--- src/bfsp_pkg.sv ---
// Package of constants and types for the bus-loss fail-safe positioner
package bfsp_pkg;

    // ------------------------------------------------------------------
    // Register map (APB byte addresses)
    // ------------------------------------------------------------------
    localparam logic [7:0] ADDR_CTRL   = 8'h00;
    localparam logic [7:0] ADDR_OTP    = 8'h04;
    localparam logic [7:0] ADDR_SAFE   = 8'h08;
    localparam logic [7:0] ADDR_STATUS = 8'h0C;
    localparam logic [7:0] ADDR_CURPOS = 8'h10;
    localparam logic [7:0] ADDR_TGTPOS = 8'h14;

    // ------------------------------------------------------------------
    // Field positions
    // ------------------------------------------------------------------
    localparam int CTRL_FRAME_BIT   = 0;
    localparam int CTRL_TWOSTG_BIT  = 1;
    localparam int CTRL_POSRST_BIT  = 2;
    localparam int CTRL_MDONE_BIT   = 3;
    localparam int CTRL_STALL_BIT   = 4;
    localparam int CTRL_STRAP_BIT   = 5;
    localparam int OTP_SLEEP_BIT    = 0;
    localparam int OTP_RECOV_BIT    = 1;
    localparam int OTP_INVERT_BIT   = 2;
    localparam int OTP_POWERON_BIT  = 3;

    // ------------------------------------------------------------------
    // Reset values and numeric constants
    // ------------------------------------------------------------------
    localparam logic [10:0] SAFE_POS_RST   = 11'h400;
    localparam logic [10:0] SAFE_POS_NONE  = 11'h400;
    localparam logic [2:0]  OTP_RST        = 3'h0;
    localparam int          LOSS_FRAMES    = 25000;
    localparam logic [15:0] SETTLE_STEPS   = 16'h000A;
    localparam logic [15:0] HALF_RANGE_DEF = 16'h0800;

    // ------------------------------------------------------------------
    // Types
    // ------------------------------------------------------------------
    typedef enum logic [3:0] {
        ST_RUN    = 4'h0,
        ST_DECIDE = 4'h1,
        ST_REFGO  = 4'h2,
        ST_REFWT  = 4'h3,
        ST_SETGO  = 4'h4,
        ST_SETWT  = 4'h5,
        ST_SAFEGO = 4'h6,
        ST_SAFEWT = 4'h7,
        ST_PARK   = 4'h8
    } bfsp_state_t;

    typedef struct packed {
        logic        valid;
        logic        relative;
        logic        to_stall;
        logic        use_otp;
        logic [15:0] pos;
    } bfsp_move_t;

endpackage : bfsp_pkg

--- src/bfsp_top.sv ---
// Fail-safe sequencer of the bus-loss positioner with APB registers
// Contract
// - Flag bus loss after 25000 consecutive empty frame slots.
// - Sleep-allow 0 forbids sleep after bus loss; 1 allows it.
// - Sleep-allow defaults to disabled.
// - Recovery bit 0: no referencing run on bus loss.
// - Recovery bit 1: referencing run unless already referenced.
// - Autonomous motion only after loss, with recovery 1 or safe position not 0x400.
// - Referenced device moves absolutely to the safe position.
// - Unreferenced: half-range move to stall with OTP parameters, negative unless invert is set.
// - At end stop clear current position to zero.
// - Then move a further 10 full steps.
// - Final move to safe position, skipped when it equals 0x400.
// - Use the 11-bit safe position held in RAM.
// - Safe move copies safe position into target position.
// - Operating case ends in stop or sleep by sleep-allow.
// - Operating case uses 11-bit safe position resolution.
// - Floating strap acts as bus loss; no sleep while bus alive.
// - Power-on loss, recovery 0: absolute safe move.
// - Power-on loss, recovery 1: stall half-range run, zero, invert sets direction.
// - Power-on second move uses OTP data, direction from bit 10 xor invert.
// - Power-on case uses only 9 upper bits of safe position.
// - Power-on sequence ends in stop or sleep by sleep-allow.
// - Strap-caused power-on run never enters sleep.
`timescale 1ns/1ps
module bfsp_top #(
    parameter int          LOSS_FRAMES = bfsp_pkg::LOSS_FRAMES,
    parameter logic [15:0] HALF_RANGE  = bfsp_pkg::HALF_RANGE_DEF
) (
    // Clock and reset
    input  wire logic        clock_i,
    input  wire logic        rst_i,
    // APB slave
    input  wire logic        psel_i,
    input  wire logic        penable_i,
    input  wire logic        pwrite_i,
    input  wire logic [7:0]  paddr_i,
    input  wire logic [31:0] pwdata_i,
    output logic [31:0]      prdata_o,
    output logic             pready_o,
    output logic             pslverr_o,
    // Pins
    input  wire logic        address_strap_two_i,
    // Motion request to profile generator
    output bfsp_pkg::bfsp_move_t move_o,
    output logic             stop_o,
    output logic             sleep_o,
    output logic             bus_lost_o
);
    // ------------------------------------------------------------------
    // Pin synchroniser
    // ------------------------------------------------------------------
    logic strap_m_q;
    logic strap_s_q;

    always_ff @(posedge clock_i) begin
        if (rst_i) begin
            strap_m_q <= 1'b0;
            strap_s_q <= 1'b0;
        end else begin
            strap_m_q <= address_strap_two_i;
            strap_s_q <= strap_m_q;
        end
    end

    // ------------------------------------------------------------------
    // Registers
    // ------------------------------------------------------------------
    logic [2:0]  otp_q;
    logic        poweron_q;
    logic [10:0] safe_target_position_q;
    logic [15:0] current_position_q;
    logic [15:0] target_position_q;
    logic        referenced_q;
    logic        bus_seen_q;
    logic        strap_cause_q;
    logic        lost;
    bfsp_pkg::bfsp_state_t state_q;

    logic wr_en;
    logic ev_slot;
    logic ev_frame;
    logic ev_twostg;
    logic ev_posrst;
    logic ev_mdone;
    logic ev_stall;

    assign wr_en     = psel_i && penable_i && pwrite_i;
    assign ev_slot   = wr_en && paddr_i == bfsp_pkg::ADDR_CTRL
                       && pwdata_i[bfsp_pkg::CTRL_STRAP_BIT];
    assign ev_frame  = wr_en && paddr_i == bfsp_pkg::ADDR_CTRL
                       && pwdata_i[bfsp_pkg::CTRL_FRAME_BIT];
    assign ev_twostg = wr_en && paddr_i == bfsp_pkg::ADDR_CTRL
                       && pwdata_i[bfsp_pkg::CTRL_TWOSTG_BIT];
    assign ev_posrst = wr_en && paddr_i == bfsp_pkg::ADDR_CTRL
                       && pwdata_i[bfsp_pkg::CTRL_POSRST_BIT];
    assign ev_mdone  = wr_en && paddr_i == bfsp_pkg::ADDR_CTRL
                       && pwdata_i[bfsp_pkg::CTRL_MDONE_BIT];
    assign ev_stall  = wr_en && paddr_i == bfsp_pkg::ADDR_CTRL
                       && pwdata_i[bfsp_pkg::CTRL_STALL_BIT];

    // OTP shadow: sleep-allow, recovery, direction invert; power-on case flag
    always_ff @(posedge clock_i) begin
        if (rst_i) begin
            otp_q     <= bfsp_pkg::OTP_RST;
            poweron_q <= 1'b1;
        end else if (wr_en && paddr_i == bfsp_pkg::ADDR_OTP) begin
            otp_q     <= pwdata_i[2:0];
            poweron_q <= pwdata_i[bfsp_pkg::OTP_POWERON_BIT];
        end else if (ev_frame) begin
            poweron_q <= 1'b0;
        end
    end

    always_ff @(posedge clock_i) begin
        if (rst_i) begin
            safe_target_position_q <= bfsp_pkg::SAFE_POS_RST;
        end else if (wr_en && paddr_i == bfsp_pkg::ADDR_SAFE) begin
            safe_target_position_q <= pwdata_i[10:0];
        end
    end

    always_ff @(posedge clock_i) begin
        if (rst_i) begin
            referenced_q <= 1'b0;
        end else if (ev_twostg || ev_posrst) begin
            referenced_q <= 1'b1;
        end else if (state_q == bfsp_pkg::ST_SETWT && ev_mdone) begin
            referenced_q <= 1'b1;
        end
    end

    // Bus alive since last loss
    always_ff @(posedge clock_i) begin
        if (rst_i) begin
            bus_seen_q <= 1'b0;
        end else if (ev_frame) begin
            bus_seen_q <= 1'b1;
        end else if (lost) begin
            bus_seen_q <= 1'b0;
        end
    end

    // ------------------------------------------------------------------
    // Bus-loss detection
    // ------------------------------------------------------------------
    bfsp_loss_timer #(
        .LIMIT      (LOSS_FRAMES)
    ) u_timer (
        .clock_i    (clock_i),
        .rst_i      (rst_i),
        .slot_i     (ev_slot),
        .frame_ok_i (ev_frame),
        .lost_o     (lost)
    );

    logic trigger;
    assign trigger = lost || strap_s_q;

    // ------------------------------------------------------------------
    // Sequencer
    // ------------------------------------------------------------------
    logic        safe_valid;
    logic [10:0] safe_eff;
    logic        use_ref;

    assign safe_eff   = poweron_q ? {safe_target_position_q[10:2], 2'b00}
                                  : safe_target_position_q;
    assign safe_valid = safe_target_position_q != bfsp_pkg::SAFE_POS_NONE;
    assign use_ref    = otp_q[bfsp_pkg::OTP_RECOV_BIT] && !referenced_q;

    always_ff @(posedge clock_i) begin
        if (rst_i) begin
            state_q <= bfsp_pkg::ST_RUN;
        end else begin
            unique case (state_q)
                bfsp_pkg::ST_RUN: begin
                    if (trigger) begin
                        state_q <= bfsp_pkg::ST_DECIDE;
                    end
                end
                bfsp_pkg::ST_DECIDE: begin
                    if (use_ref) begin
                        state_q <= bfsp_pkg::ST_REFGO;
                    end else if (safe_valid) begin
                        state_q <= bfsp_pkg::ST_SAFEGO;
                    end else begin
                        state_q <= bfsp_pkg::ST_PARK;
                    end
                end
                bfsp_pkg::ST_REFGO:  state_q <= bfsp_pkg::ST_REFWT;
                bfsp_pkg::ST_REFWT: begin
                    if (ev_stall || ev_mdone) begin
                        state_q <= poweron_q ? (safe_valid ? bfsp_pkg::ST_SAFEGO
                                                           : bfsp_pkg::ST_PARK)
                                             : bfsp_pkg::ST_SETGO;
                    end
                end
                bfsp_pkg::ST_SETGO:  state_q <= bfsp_pkg::ST_SETWT;
                bfsp_pkg::ST_SETWT: begin
                    if (ev_mdone) begin
                        state_q <= safe_valid ? bfsp_pkg::ST_SAFEGO
                                              : bfsp_pkg::ST_PARK;
                    end
                end
                bfsp_pkg::ST_SAFEGO: state_q <= bfsp_pkg::ST_SAFEWT;
                bfsp_pkg::ST_SAFEWT: begin
                    if (ev_mdone) begin
                        state_q <= bfsp_pkg::ST_PARK;
                    end
                end
                bfsp_pkg::ST_PARK: begin
                    if (ev_frame) begin
                        state_q <= bfsp_pkg::ST_RUN;
                    end
                end
                default: state_q <= bfsp_pkg::ST_RUN;
            endcase
        end
    end

    // Cause latched at trigger for sleep decision
    always_ff @(posedge clock_i) begin
        if (rst_i) begin
            strap_cause_q <= 1'b0;
        end else if (state_q == bfsp_pkg::ST_RUN && trigger) begin
            strap_cause_q <= !lost;
        end
    end

    // Position registers
    always_ff @(posedge clock_i) begin
        if (rst_i) begin
            current_position_q <= 16'h0000;
        end else if (ev_posrst) begin
            current_position_q <= 16'h0000;
        end else if (state_q == bfsp_pkg::ST_REFWT && (ev_stall || ev_mdone)) begin
            current_position_q <= 16'h0000;
        end else if (wr_en && paddr_i == bfsp_pkg::ADDR_CURPOS) begin
            current_position_q <= pwdata_i[15:0];
        end
    end

    always_ff @(posedge clock_i) begin
        if (rst_i) begin
            target_position_q <= 16'h0000;
        end else if (state_q == bfsp_pkg::ST_SAFEGO) begin
            target_position_q <= {{5{safe_eff[10]}}, safe_eff};
        end
    end

    // Move request, one-cycle valid
    always_ff @(posedge clock_i) begin
        if (rst_i) begin
            move_o <= '0;
        end else begin
            move_o <= '0;
            unique case (state_q)
                bfsp_pkg::ST_REFGO: begin
                    move_o.valid    <= 1'b1;
                    move_o.relative <= 1'b1;
                    move_o.to_stall <= 1'b1;
                    move_o.use_otp  <= 1'b1;
                    move_o.pos      <= otp_q[bfsp_pkg::OTP_INVERT_BIT] ? HALF_RANGE
                                       : 16'(-HALF_RANGE);
                end
                bfsp_pkg::ST_SETGO: begin
                    move_o.valid    <= 1'b1;
                    move_o.relative <= 1'b1;
                    move_o.use_otp  <= 1'b1;
                    move_o.pos      <= otp_q[bfsp_pkg::OTP_INVERT_BIT]
                                       ? bfsp_pkg::SETTLE_STEPS
                                       : 16'(-bfsp_pkg::SETTLE_STEPS);
                end
                bfsp_pkg::ST_SAFEGO: begin
                    move_o.valid    <= 1'b1;
                    move_o.use_otp  <= poweron_q;
                    move_o.pos      <= {{5{safe_eff[10] ^ (poweron_q
                                       && otp_q[bfsp_pkg::OTP_INVERT_BIT])}},
                                       safe_eff};
                end
                default: ;
            endcase
        end
    end

    // Stop or sleep after sequence
    always_ff @(posedge clock_i) begin
        if (rst_i) begin
            stop_o  <= 1'b0;
            sleep_o <= 1'b0;
        end else if (state_q == bfsp_pkg::ST_PARK) begin
            if (otp_q[bfsp_pkg::OTP_SLEEP_BIT] && !strap_cause_q && !bus_seen_q) begin
                sleep_o <= 1'b1;
                stop_o  <= 1'b0;
            end else begin
                sleep_o <= 1'b0;
                stop_o  <= 1'b1;
            end
        end else begin
            stop_o  <= 1'b0;
            sleep_o <= 1'b0;
        end
    end

    always_ff @(posedge clock_i) begin
        if (rst_i) begin
            bus_lost_o <= 1'b0;
        end else begin
            bus_lost_o <= lost;
        end
    end

    // ------------------------------------------------------------------
    // APB read path, zero wait states
    // ------------------------------------------------------------------
    always_ff @(posedge clock_i) begin
        if (rst_i) begin
            prdata_o  <= 32'h0000_0000;
            pready_o  <= 1'b0;
            pslverr_o <= 1'b0;
        end else begin
            pready_o  <= psel_i && !penable_i;
            pslverr_o <= psel_i && !penable_i && !(paddr_i == bfsp_pkg::ADDR_CTRL
                         || paddr_i == bfsp_pkg::ADDR_OTP || paddr_i == bfsp_pkg::ADDR_SAFE
                         || paddr_i == bfsp_pkg::ADDR_STATUS
                         || paddr_i == bfsp_pkg::ADDR_CURPOS
                         || paddr_i == bfsp_pkg::ADDR_TGTPOS);
            unique case (paddr_i)
                bfsp_pkg::ADDR_OTP:    prdata_o <= {28'h0, poweron_q, otp_q};
                bfsp_pkg::ADDR_SAFE:   prdata_o <= {21'h0, safe_target_position_q};
                bfsp_pkg::ADDR_STATUS: prdata_o <= {24'h0, strap_s_q, referenced_q,
                                                     lost, 1'b0, state_q};
                bfsp_pkg::ADDR_CURPOS: prdata_o <= {16'h0, current_position_q};
                bfsp_pkg::ADDR_TGTPOS: prdata_o <= {16'h0, target_position_q};
                default:               prdata_o <= 32'h0000_0000;
            endcase
        end
    end
endmodule : bfsp_top

--- src/bfsp_loss_timer.sv ---
// Frame slot counter that flags loss of bus communication
`timescale 1ns/1ps
module bfsp_loss_timer #(
    parameter int LIMIT = bfsp_pkg::LOSS_FRAMES
) (
    // Clock and reset
    input  wire logic clock_i,
    input  wire logic rst_i,
    // Slot events
    input  wire logic slot_i,
    input  wire logic frame_ok_i,
    // Result
    output logic      lost_o
);
    logic [$clog2(LIMIT+1)-1:0] cnt_q;

    // Count empty slots, any good frame restarts
    always_ff @(posedge clock_i) begin
        if (rst_i || frame_ok_i) begin
            cnt_q <= '0;
        end else if (slot_i && cnt_q != LIMIT[$clog2(LIMIT+1)-1:0]) begin
            cnt_q <= cnt_q + 1'b1;
        end
    end

    always_ff @(posedge clock_i) begin
        if (rst_i || frame_ok_i) begin
            lost_o <= 1'b0;
        end else if (cnt_q == LIMIT[$clog2(LIMIT+1)-1:0]) begin
            lost_o <= 1'b1;
        end
    end
endmodule : bfsp_loss_timer

--- config.mk ---
export PLATFORM = sky130hd
export DESIGN_NAME = bfsp_top
export DESIGN_NICKNAME = d
export VERILOG_FILES = /design/src/bfsp_pkg.sv /design/src/bfsp_top.sv /design/src/bfsp_loss_timer.sv
export SDC_FILE = /design/constraint.sdc
export NUM_CORES = 1
export LEC_CHECK = 0
export BUFFER_PORTS_ARGS = -buffer_cell sky130_fd_sc_hd__buf_4
export CAP_MARGIN = 20
export CORE_MARGIN = 10
export CORE_UTILIZATION = 55
export CTS_CLUSTER_DIAMETER = 200
export DETAILED_ROUTE_END_ITERATION = 16
export GPL_TIMING_DRIVEN = 0
export PLACE_DENSITY_LB_ADDON = 0.25
export SETUP_SLACK_MARGIN = 0.4
export SYNTH_ARGS = -nofsm -noshare
export SYNTH_HDL_FRONTEND = slang
export SYNTH_SLANG_ARGS = --single-unit
--- constraint.sdc ---
create_clock -name clock_i -period 5.35 [get_ports clock_i]
set_input_delay 0.8025 -clock clock_i [delete_from_list [all_inputs] [get_ports clock_i]]
set_output_delay 0.8025 -clock clock_i [all_outputs]
set_load 0.1 [all_outputs]
==> metrics, run 1 <==
status complete, no violations; CP Max Fanout 10; Pleak ~2.0 nW; WP data required 5.65 ns; DRC viols 0; multi-input combinational cell area 2130 sq um; number of port buffers 68; final global-route overflow total 0; Setup Skew between 0.009 and 0.01 ns; Die X 110 um; flop and latch count out of synthesis around 110; clock-pin transition on the worst setup and hold timing paths 0.10 ns; DR iter-0 viols 229; startpoint types input pin; RSZ-0062 raised after global routing no; Clock Latency Late Sink 0.37 ns; DR WL/cell approximately 16 um; core area 7850 sq um; final wirelength around 12 mm; Setup violations, final 0; fraction of registers with async set/reset 0%; Routed Antenna Nets 0; prevailing post-synth register cell dfxtp_1; H-Tree Depth 3; Sequential Area ~2100 sq um; nets@finish 680; DP HPWL roughly 8.9 mm; vias per inst between 5 and 6; Bufs on Longest Clock Path 2; fillers around 680; Hold Fails Final Rpt 0; max_slew headroom around 32%; Critical R2R Capture current_position_q[5]; Post-CTS Setup Inserts 0; root buf cell clkbuf_8; vias in the first global route between 3000 and 4000; post-cts sizing count 0; global-route wire length before repair about 19 mm; num ports just over 100; Fmax approximately 370 MHz; TritonCTS clock tree built; Avg Inst Size Synth approximately 8.4 sq um; most frequent cells in the layout dfxtp_1, nand2_1, buf_4, a21oi_1, nor2_1; effective utilization at floorplan 57.3%; DR pass1 iterations 6; Setup TNS 0 ns; Die ar. between 10000 and 15000 sq um; ANT cells 0; EDFF count, synth 0; FF-to-FF path depth 6; yosys warns 0; most common cell after layout, fill and taps aside dfxtp_1; DR vias just over 4000; num rows 32; power per cell area about 270 nW/um^2; number of distinct standard cells referenced by the synthesized netlist just over 60; register area share after synthesis a little under half; hold buffers post-CTS 0; final max-slew violation count 0; CTS Buf Count 9; CP Capture Type register; Peak VDD IR between 0.0001 and 0.00015 V; total of max-cap violations 0; Pwr Total between 1 and 1.5 mW; Post-Synthesis Cells between 500 and 600; largest net degree at the start of global routing 18; Crit path arrival time roughly 3.0 ns; final period utilization roughly half; Slew @ Worst Pin 1.01 ns; area grow syn2layout 20.0%; WS Path Type in2reg; class of the worst hold path reg2reg; GRT Total Usage between 10% and 20%; clock sink count between 100 and 150; FF-to-FF Start state_q[0]; ratio of cells with drive above 1 in the final layout 21.4%; Die Height between 100 and 150 um; Mapped Area between 4000 and 5000 sq um; min Tclk post-route between 2 and 3 ns; antenna violations before repair 0; Critical Path End safe_target_position_q[6]; Register-to-Register Setup Slack between 3 and 4 ns; crit path from paddr_i[0]; GP Congestion between 0.9 and 1
kinds of logic (layout without fill, tap and decap cells):
group | Yosys count | after routing | synth area share, %
simple gates | 236 | 236 | 25.8
compound gates | 118 | 118 | 15.4
flops | 105 | 105 | 46.8
buf+inv | 56 | 140 | 7.02
xor+xnor | 10 | 10 | 1.95
mux | 10 | 10 | 2.42
fa+ha+maj | 2 | 2 | 0.557
other cells | 1 | 16 | 0.0835
worst min-delay path by stage:
stage | from | to | slack (ns) | depth (start not counted)
after global routing | current_position_q[10] | current_position_q[10] | 0.47 | 2
final | strap_m_q | strap_s_q | 0.45 | 1
after detailed placement | strap_m_q | strap_s_q | 0.43 | 1
after floorplan | strap_m_q | strap_s_q | 0.41 | 1
after global placement | strap_m_q | strap_s_q | 0.42 | 1
after CTS | strap_m_q | strap_s_q | 0.45 | 1
synthesized netlist by cell type (4+ instances only):
| master | instances | share of area, % |
|---|---|---|
| xnor2_1 | 7 | 1.4 |
| nand3_1 | 16 | 1.8 |
| a21oi_1 | 76 | 8.5 |
| nor2_1 | 47 | 3.9 |
| buf_2 | 4 | 0.45 |
| or3_1 | 6 | 0.84 |
| dfxtp_1 | 105 | 47 |
| nor4_1 | 9 | 1.3 |
| nand2_1 | 98 | 8.2 |
| or2_2 | 4 | 0.56 |
| a31oi_1 | 5 | 0.70 |
| nand3b_1 | 4 | 0.67 |
| nand2b_1 | 10 | 1.4 |
| a22oi_1 | 9 | 1.5 |
| o21ai_0 | 8 | 0.89 |
| mux2_2 | 7 | 1.8 |
| inv_1 | 6 | 0.50 |
| nand4_1 | 6 | 0.84 |
| clkbuf_1 | 21 | 1.8 |
| nor2b_1 | 9 | 1.3 |
| buf_4 | 21 | 3.5 |
layout make-up:
cell class / count / share of cell area [%]
Multi-Input combinational cell: 392 / 39.5
Sequential cell: 105 / 39.0
Timing Repair Buffer: 68 / 9.47
Buffer: 50 / 5.43
Clock buffer: 11 / 2.62
Tap cell: 102 / 2.37
Clock inverter: 5 / 1.16
Inverter: 6 / 0.418
worst max-delay path, cell delays in order:
cell	delay, ns
buf_4	0.11
or4_4	0.57
nor4_1	0.78
and3b_1	0.30
buf_4	0.18
nand2_1	0.08
a21oi_1	0.17
power breakdown:
part	total (mW)	internal [mW]	switching (mW)
Combinational	0.141	0.0389	0.102
Sequential	0.785	0.784	0.00131
Clock	0.503	0.232	0.271
Total	1.43	1.05	0.375
flip-flops by register name (all words and copies together), names as in the netlist, 3 cells and up:
signal,count
current_position_q,16
otp_q,3
u_timer.cnt_q,15
safe_target_position_q,11
prdata_o,16
state_q,4
target_position_q,11
move_o,17
metrics by stage:
stage | setup slack, ns | instance area (sq um) | util, % | hold WS, ns | instances
after CTS | 2.71 | 5390 | 68.7 | 0.449 | 739
after global routing | 2.51 | 5390 | 68.7 | 0.467 | 739
after detailed placement | 2.34 | 5190 | 66.1 | 0.427 | 723
final | 2.65 | 5390 | 68.7 | 0.448 | 739
after floorplan | 2.67 | 4550 | - | 0.414 | 553
after global placement | 2.36 | 5190 | 66.1 | 0.419 | 723
metal layers:
metal | GRT usage, % | part of all wire [%] | wire length [um]
met5 | 0 | 0 | 0
met4 | 5.23 | 1.3 | 153
met3 | 6.15 | 8.1 | 965
met2 | 31.7 | 49 | 5880
met1 | 24.4 | 42 | 4990
Note: power is estimated with default switching activity, not from simulation.
==> run 2, diff against run 1 <==
- CORE_UTILIZATION: 55 -> 54
- clock period: 5.35 -> 2.8 ns (I/O delays scaled with it)
==> run 2 against run 1 <==
Total power rose by 91%. Sequential cell count unchanged. Register-to-register slack got worse by 2.6 ns. Count of clock-buffer cells in the layout fell by 2. Final area is 0.19% higher. Sequential power up 91%. Critical path depth shrank 1. Die area increased by 1.5%. Routed wire length fell by 0.66%. Clock power rose by 91%. Hold slack got worse by 0.23 ns. Highest routed layer unchanged.
==> metrics, run 2 (same netlist as run 1, synthesis figures left out) <==
Setup TNS 0 ns (unchanged); effective utilization at floorplan 55.0% (was 57.3%); FF-to-FF Start u_timer.cnt_q[0] (was state_q[0]); status complete, no violations (unchanged); fillers 708 (was 683); placed cells 726 (was 723); DR iter-0 viols 338 (was 229); WP data required 3.10 ns (was 5.65 ns); number of port buffers 68 (unchanged); dpl ws 0.128 ns (was 2.34 ns); hold buffers post-CTS 0 (unchanged); combinational power share 9.9% (about the same); startpoint types input pin (unchanged); crit path cell chain buf_4 > or4_4 > nor2_1 > nand4_1 > or4_1 > a21oi_1 (was buf_4 > or4_4 > nor4_1 > and3b_1 > buf_4 > nand2_1 > a21oi_1); Pleak 2.02 nW (about the same); DR vias 4206 (was 4140); Hold Slack 0.217 ns (was 0.448 ns); DR WL/cell 16.0 um (was 16.2 um); CP bufs+invs 1 (was 2); Clock Latency Late Sink 0.37 ns (about the same); core area 8180 sq um (was 7850 sq um); largest net degree at the start of global routing 19 (was 18); Die X 111 um (was 110 um); CP Capture Type register (unchanged); num ports 103 (unchanged); Setup Skew 0.00519 ns (was 0.00946 ns); switching power total 0.737 mW (was 0.375 mW); DP HPWL 8.95 mm (about the same); min-delay src penable_i (was strap_m_q); Slew @ Worst Pin 0.862 ns (was 1.01 ns); GP Congestion 0.937 (was 0.921); power per cell area 506 nW/um^2 (was 265 nW/um^2); Setup violations, final 0 (unchanged); crit path from paddr_i[0] (unchanged); Peak VDD IR 0.000315 V (was 0.000140 V); Crit path arrival time 2.58 ns (was 3.01 ns); most common cell after layout, fill and taps aside dfxtp_1 (unchanged); highest metal used met4 (unchanged); num rows 33 (was 32); RSZ-0062 raised after global routing no (unchanged); final wirelength 11.9 mm (was 12.0 mm); crit path max-delay cell type or4_4 (was nor4_1); biggest regs move_o: 17 flops, current_position_q: 16 flops, prdata_o: 16 flops (unchanged); final global-route overflow total 0 (unchanged); ANT cells 0 (unchanged); vias per inst 5.67 (was 5.60); nets@finish 680 (unchanged); Post-CTS Setup Inserts 0 (unchanged); CTS Buf Count 9 (unchanged); clock-pin transition on the worst setup and hold timing paths 0.10 ns (about the same); Reg power frac 54.9% (about the same); Fmax roughly 440 MHz; area grow syn2layout 20.2% (was 20.0%); clock sink count 105 (unchanged); class of the worst hold path in2reg (was reg2reg); GRT Total Usage 18.5% (was 19.5%); met2 routed WL 5.77 mm (was 5.88 mm); DR pass1 iterations 6 (unchanged); root buf cell clkbuf_8 (unchanged); Bufs on Longest Clock Path 2 (unchanged); max_slew headroom 42.1% (was 32.2%); Max stage delay on crit path 0.58 ns (was 0.78 ns); Crit path max-delay family simple AND/OR/NAND/NOR gates (unchanged); ratio of cells with drive above 1 in the final layout 21.7% (was 21.4%); Sw Share 27.0% (was 26.2%); final setup margin 0.525 ns (was 2.65 ns); Routed Antenna Nets 0 (unchanged); clock share of power 35.2% (about the same); vias in the first global route 4043 (was 3899); CP Max Fanout 10 (unchanged); WS Path Type in2reg (unchanged); H-Tree Depth 3 (unchanged); Die ar. 12400 sq um (was 12200 sq um); TritonCTS clock tree built (unchanged); final period utilization around 80%; post-cts sizing count 0 (unchanged); number of flip-flops under the largest register name 17 (unchanged); antenna violations before repair 0 (unchanged); Hold Fails Final Rpt 0 (unchanged); met3 WL 920 um (was 965 um); most flop-heavy register move_o (unchanged); most frequent cells in the layout dfxtp_1, nand2_1, buf_4, a21oi_1, nor2_1 (unchanged); final std cells w/o fill 742 (was 739); final max-slew violation count 0 (unchanged); min Tclk post-route between 2 and 2.5 ns; global-route wire length before repair 19.4 mm (was 19.1 mm); Die Height 111 um (was 110 um); Int Pwr 1.99 mW (was 1.05 mW); DRC viols 0 (unchanged); WL met1 5.03 mm (was 4.99 mm); total of max-cap violations 0 (unchanged)
==> run 2: cell types whose count changed in the layout (fill, tap and decap cells not counted) <==
cell        delta
clkbuf_1       -1
clkbuf_8       -1
clkinv_2       +1
clkinv_4       +2
clkinvlp_4     -1
inv_6          -1
inv_8          +1
nor4_1         -1
nor4_2         +1
==> run 2: path summary, 6_finish.rpt <==
path	cells past startpoint	end	slack [ns]
worst min-delay path	2	pready_o	0.22
worst max-delay path	6	u_timer.cnt_q[10]	0.52
worst min register to register	2	current_position_q[11]	0.46
worst max register to register	7	u_timer.cnt_q[10]	0.58
==> run 2: routing by layer <==
layer	GRT usage, %	vias up
met1	22.3	2005
met2	30.9	174
met4	5.74	0
li1	-	2006
met3	5.41	21
met5	0	-
==> run 2: final cells by class <==
type,count,area [sq um],area share [%]
Buffer,50,293,5.42
Clock buffer,9,124,2.29
Clock inverter,7,80.1,1.48
Inverter,6,22.5,0.417
Multi-Input combinational cell,392,2140,39.6
Sequential cell,105,2100,38.9
Tap cell,105,131,2.43
Timing Repair Buffer,68,510,9.45
==> run 2: power by group through the flow <==
stage / registers [mW] / clock network, mW / logic [mW]
3_5_place_dp: 1.54 / 0 / 0.264
5_1_grt: 1.50 / 1.02 / 0.284
4_1_cts: 1.50 / 0.970 / 0.264
3_3_place_gp: 1.53 / 0 / 0.261
2_1_floorplan: 1.55 / 0 / 0.186
6_report: 1.50 / 0.962 / 0.269
==> run 2: through the flow <==
| stage | util, % | cell area (sq um) | power, mW |
|---|---|---|---|
| 4_1_cts | 66.0 | 5400 | 2.74 |
| 6_report | 66.1 | 5400 | 2.73 |
| 5_1_grt | 66.1 | 5400 | 2.81 |
| 3_5_place_dp | 63.5 | 5190 | 1.80 |
| 3_3_place_gp | 63.5 | 5190 | 1.80 |
| 2_1_floorplan | - | 4550 | 1.73 |
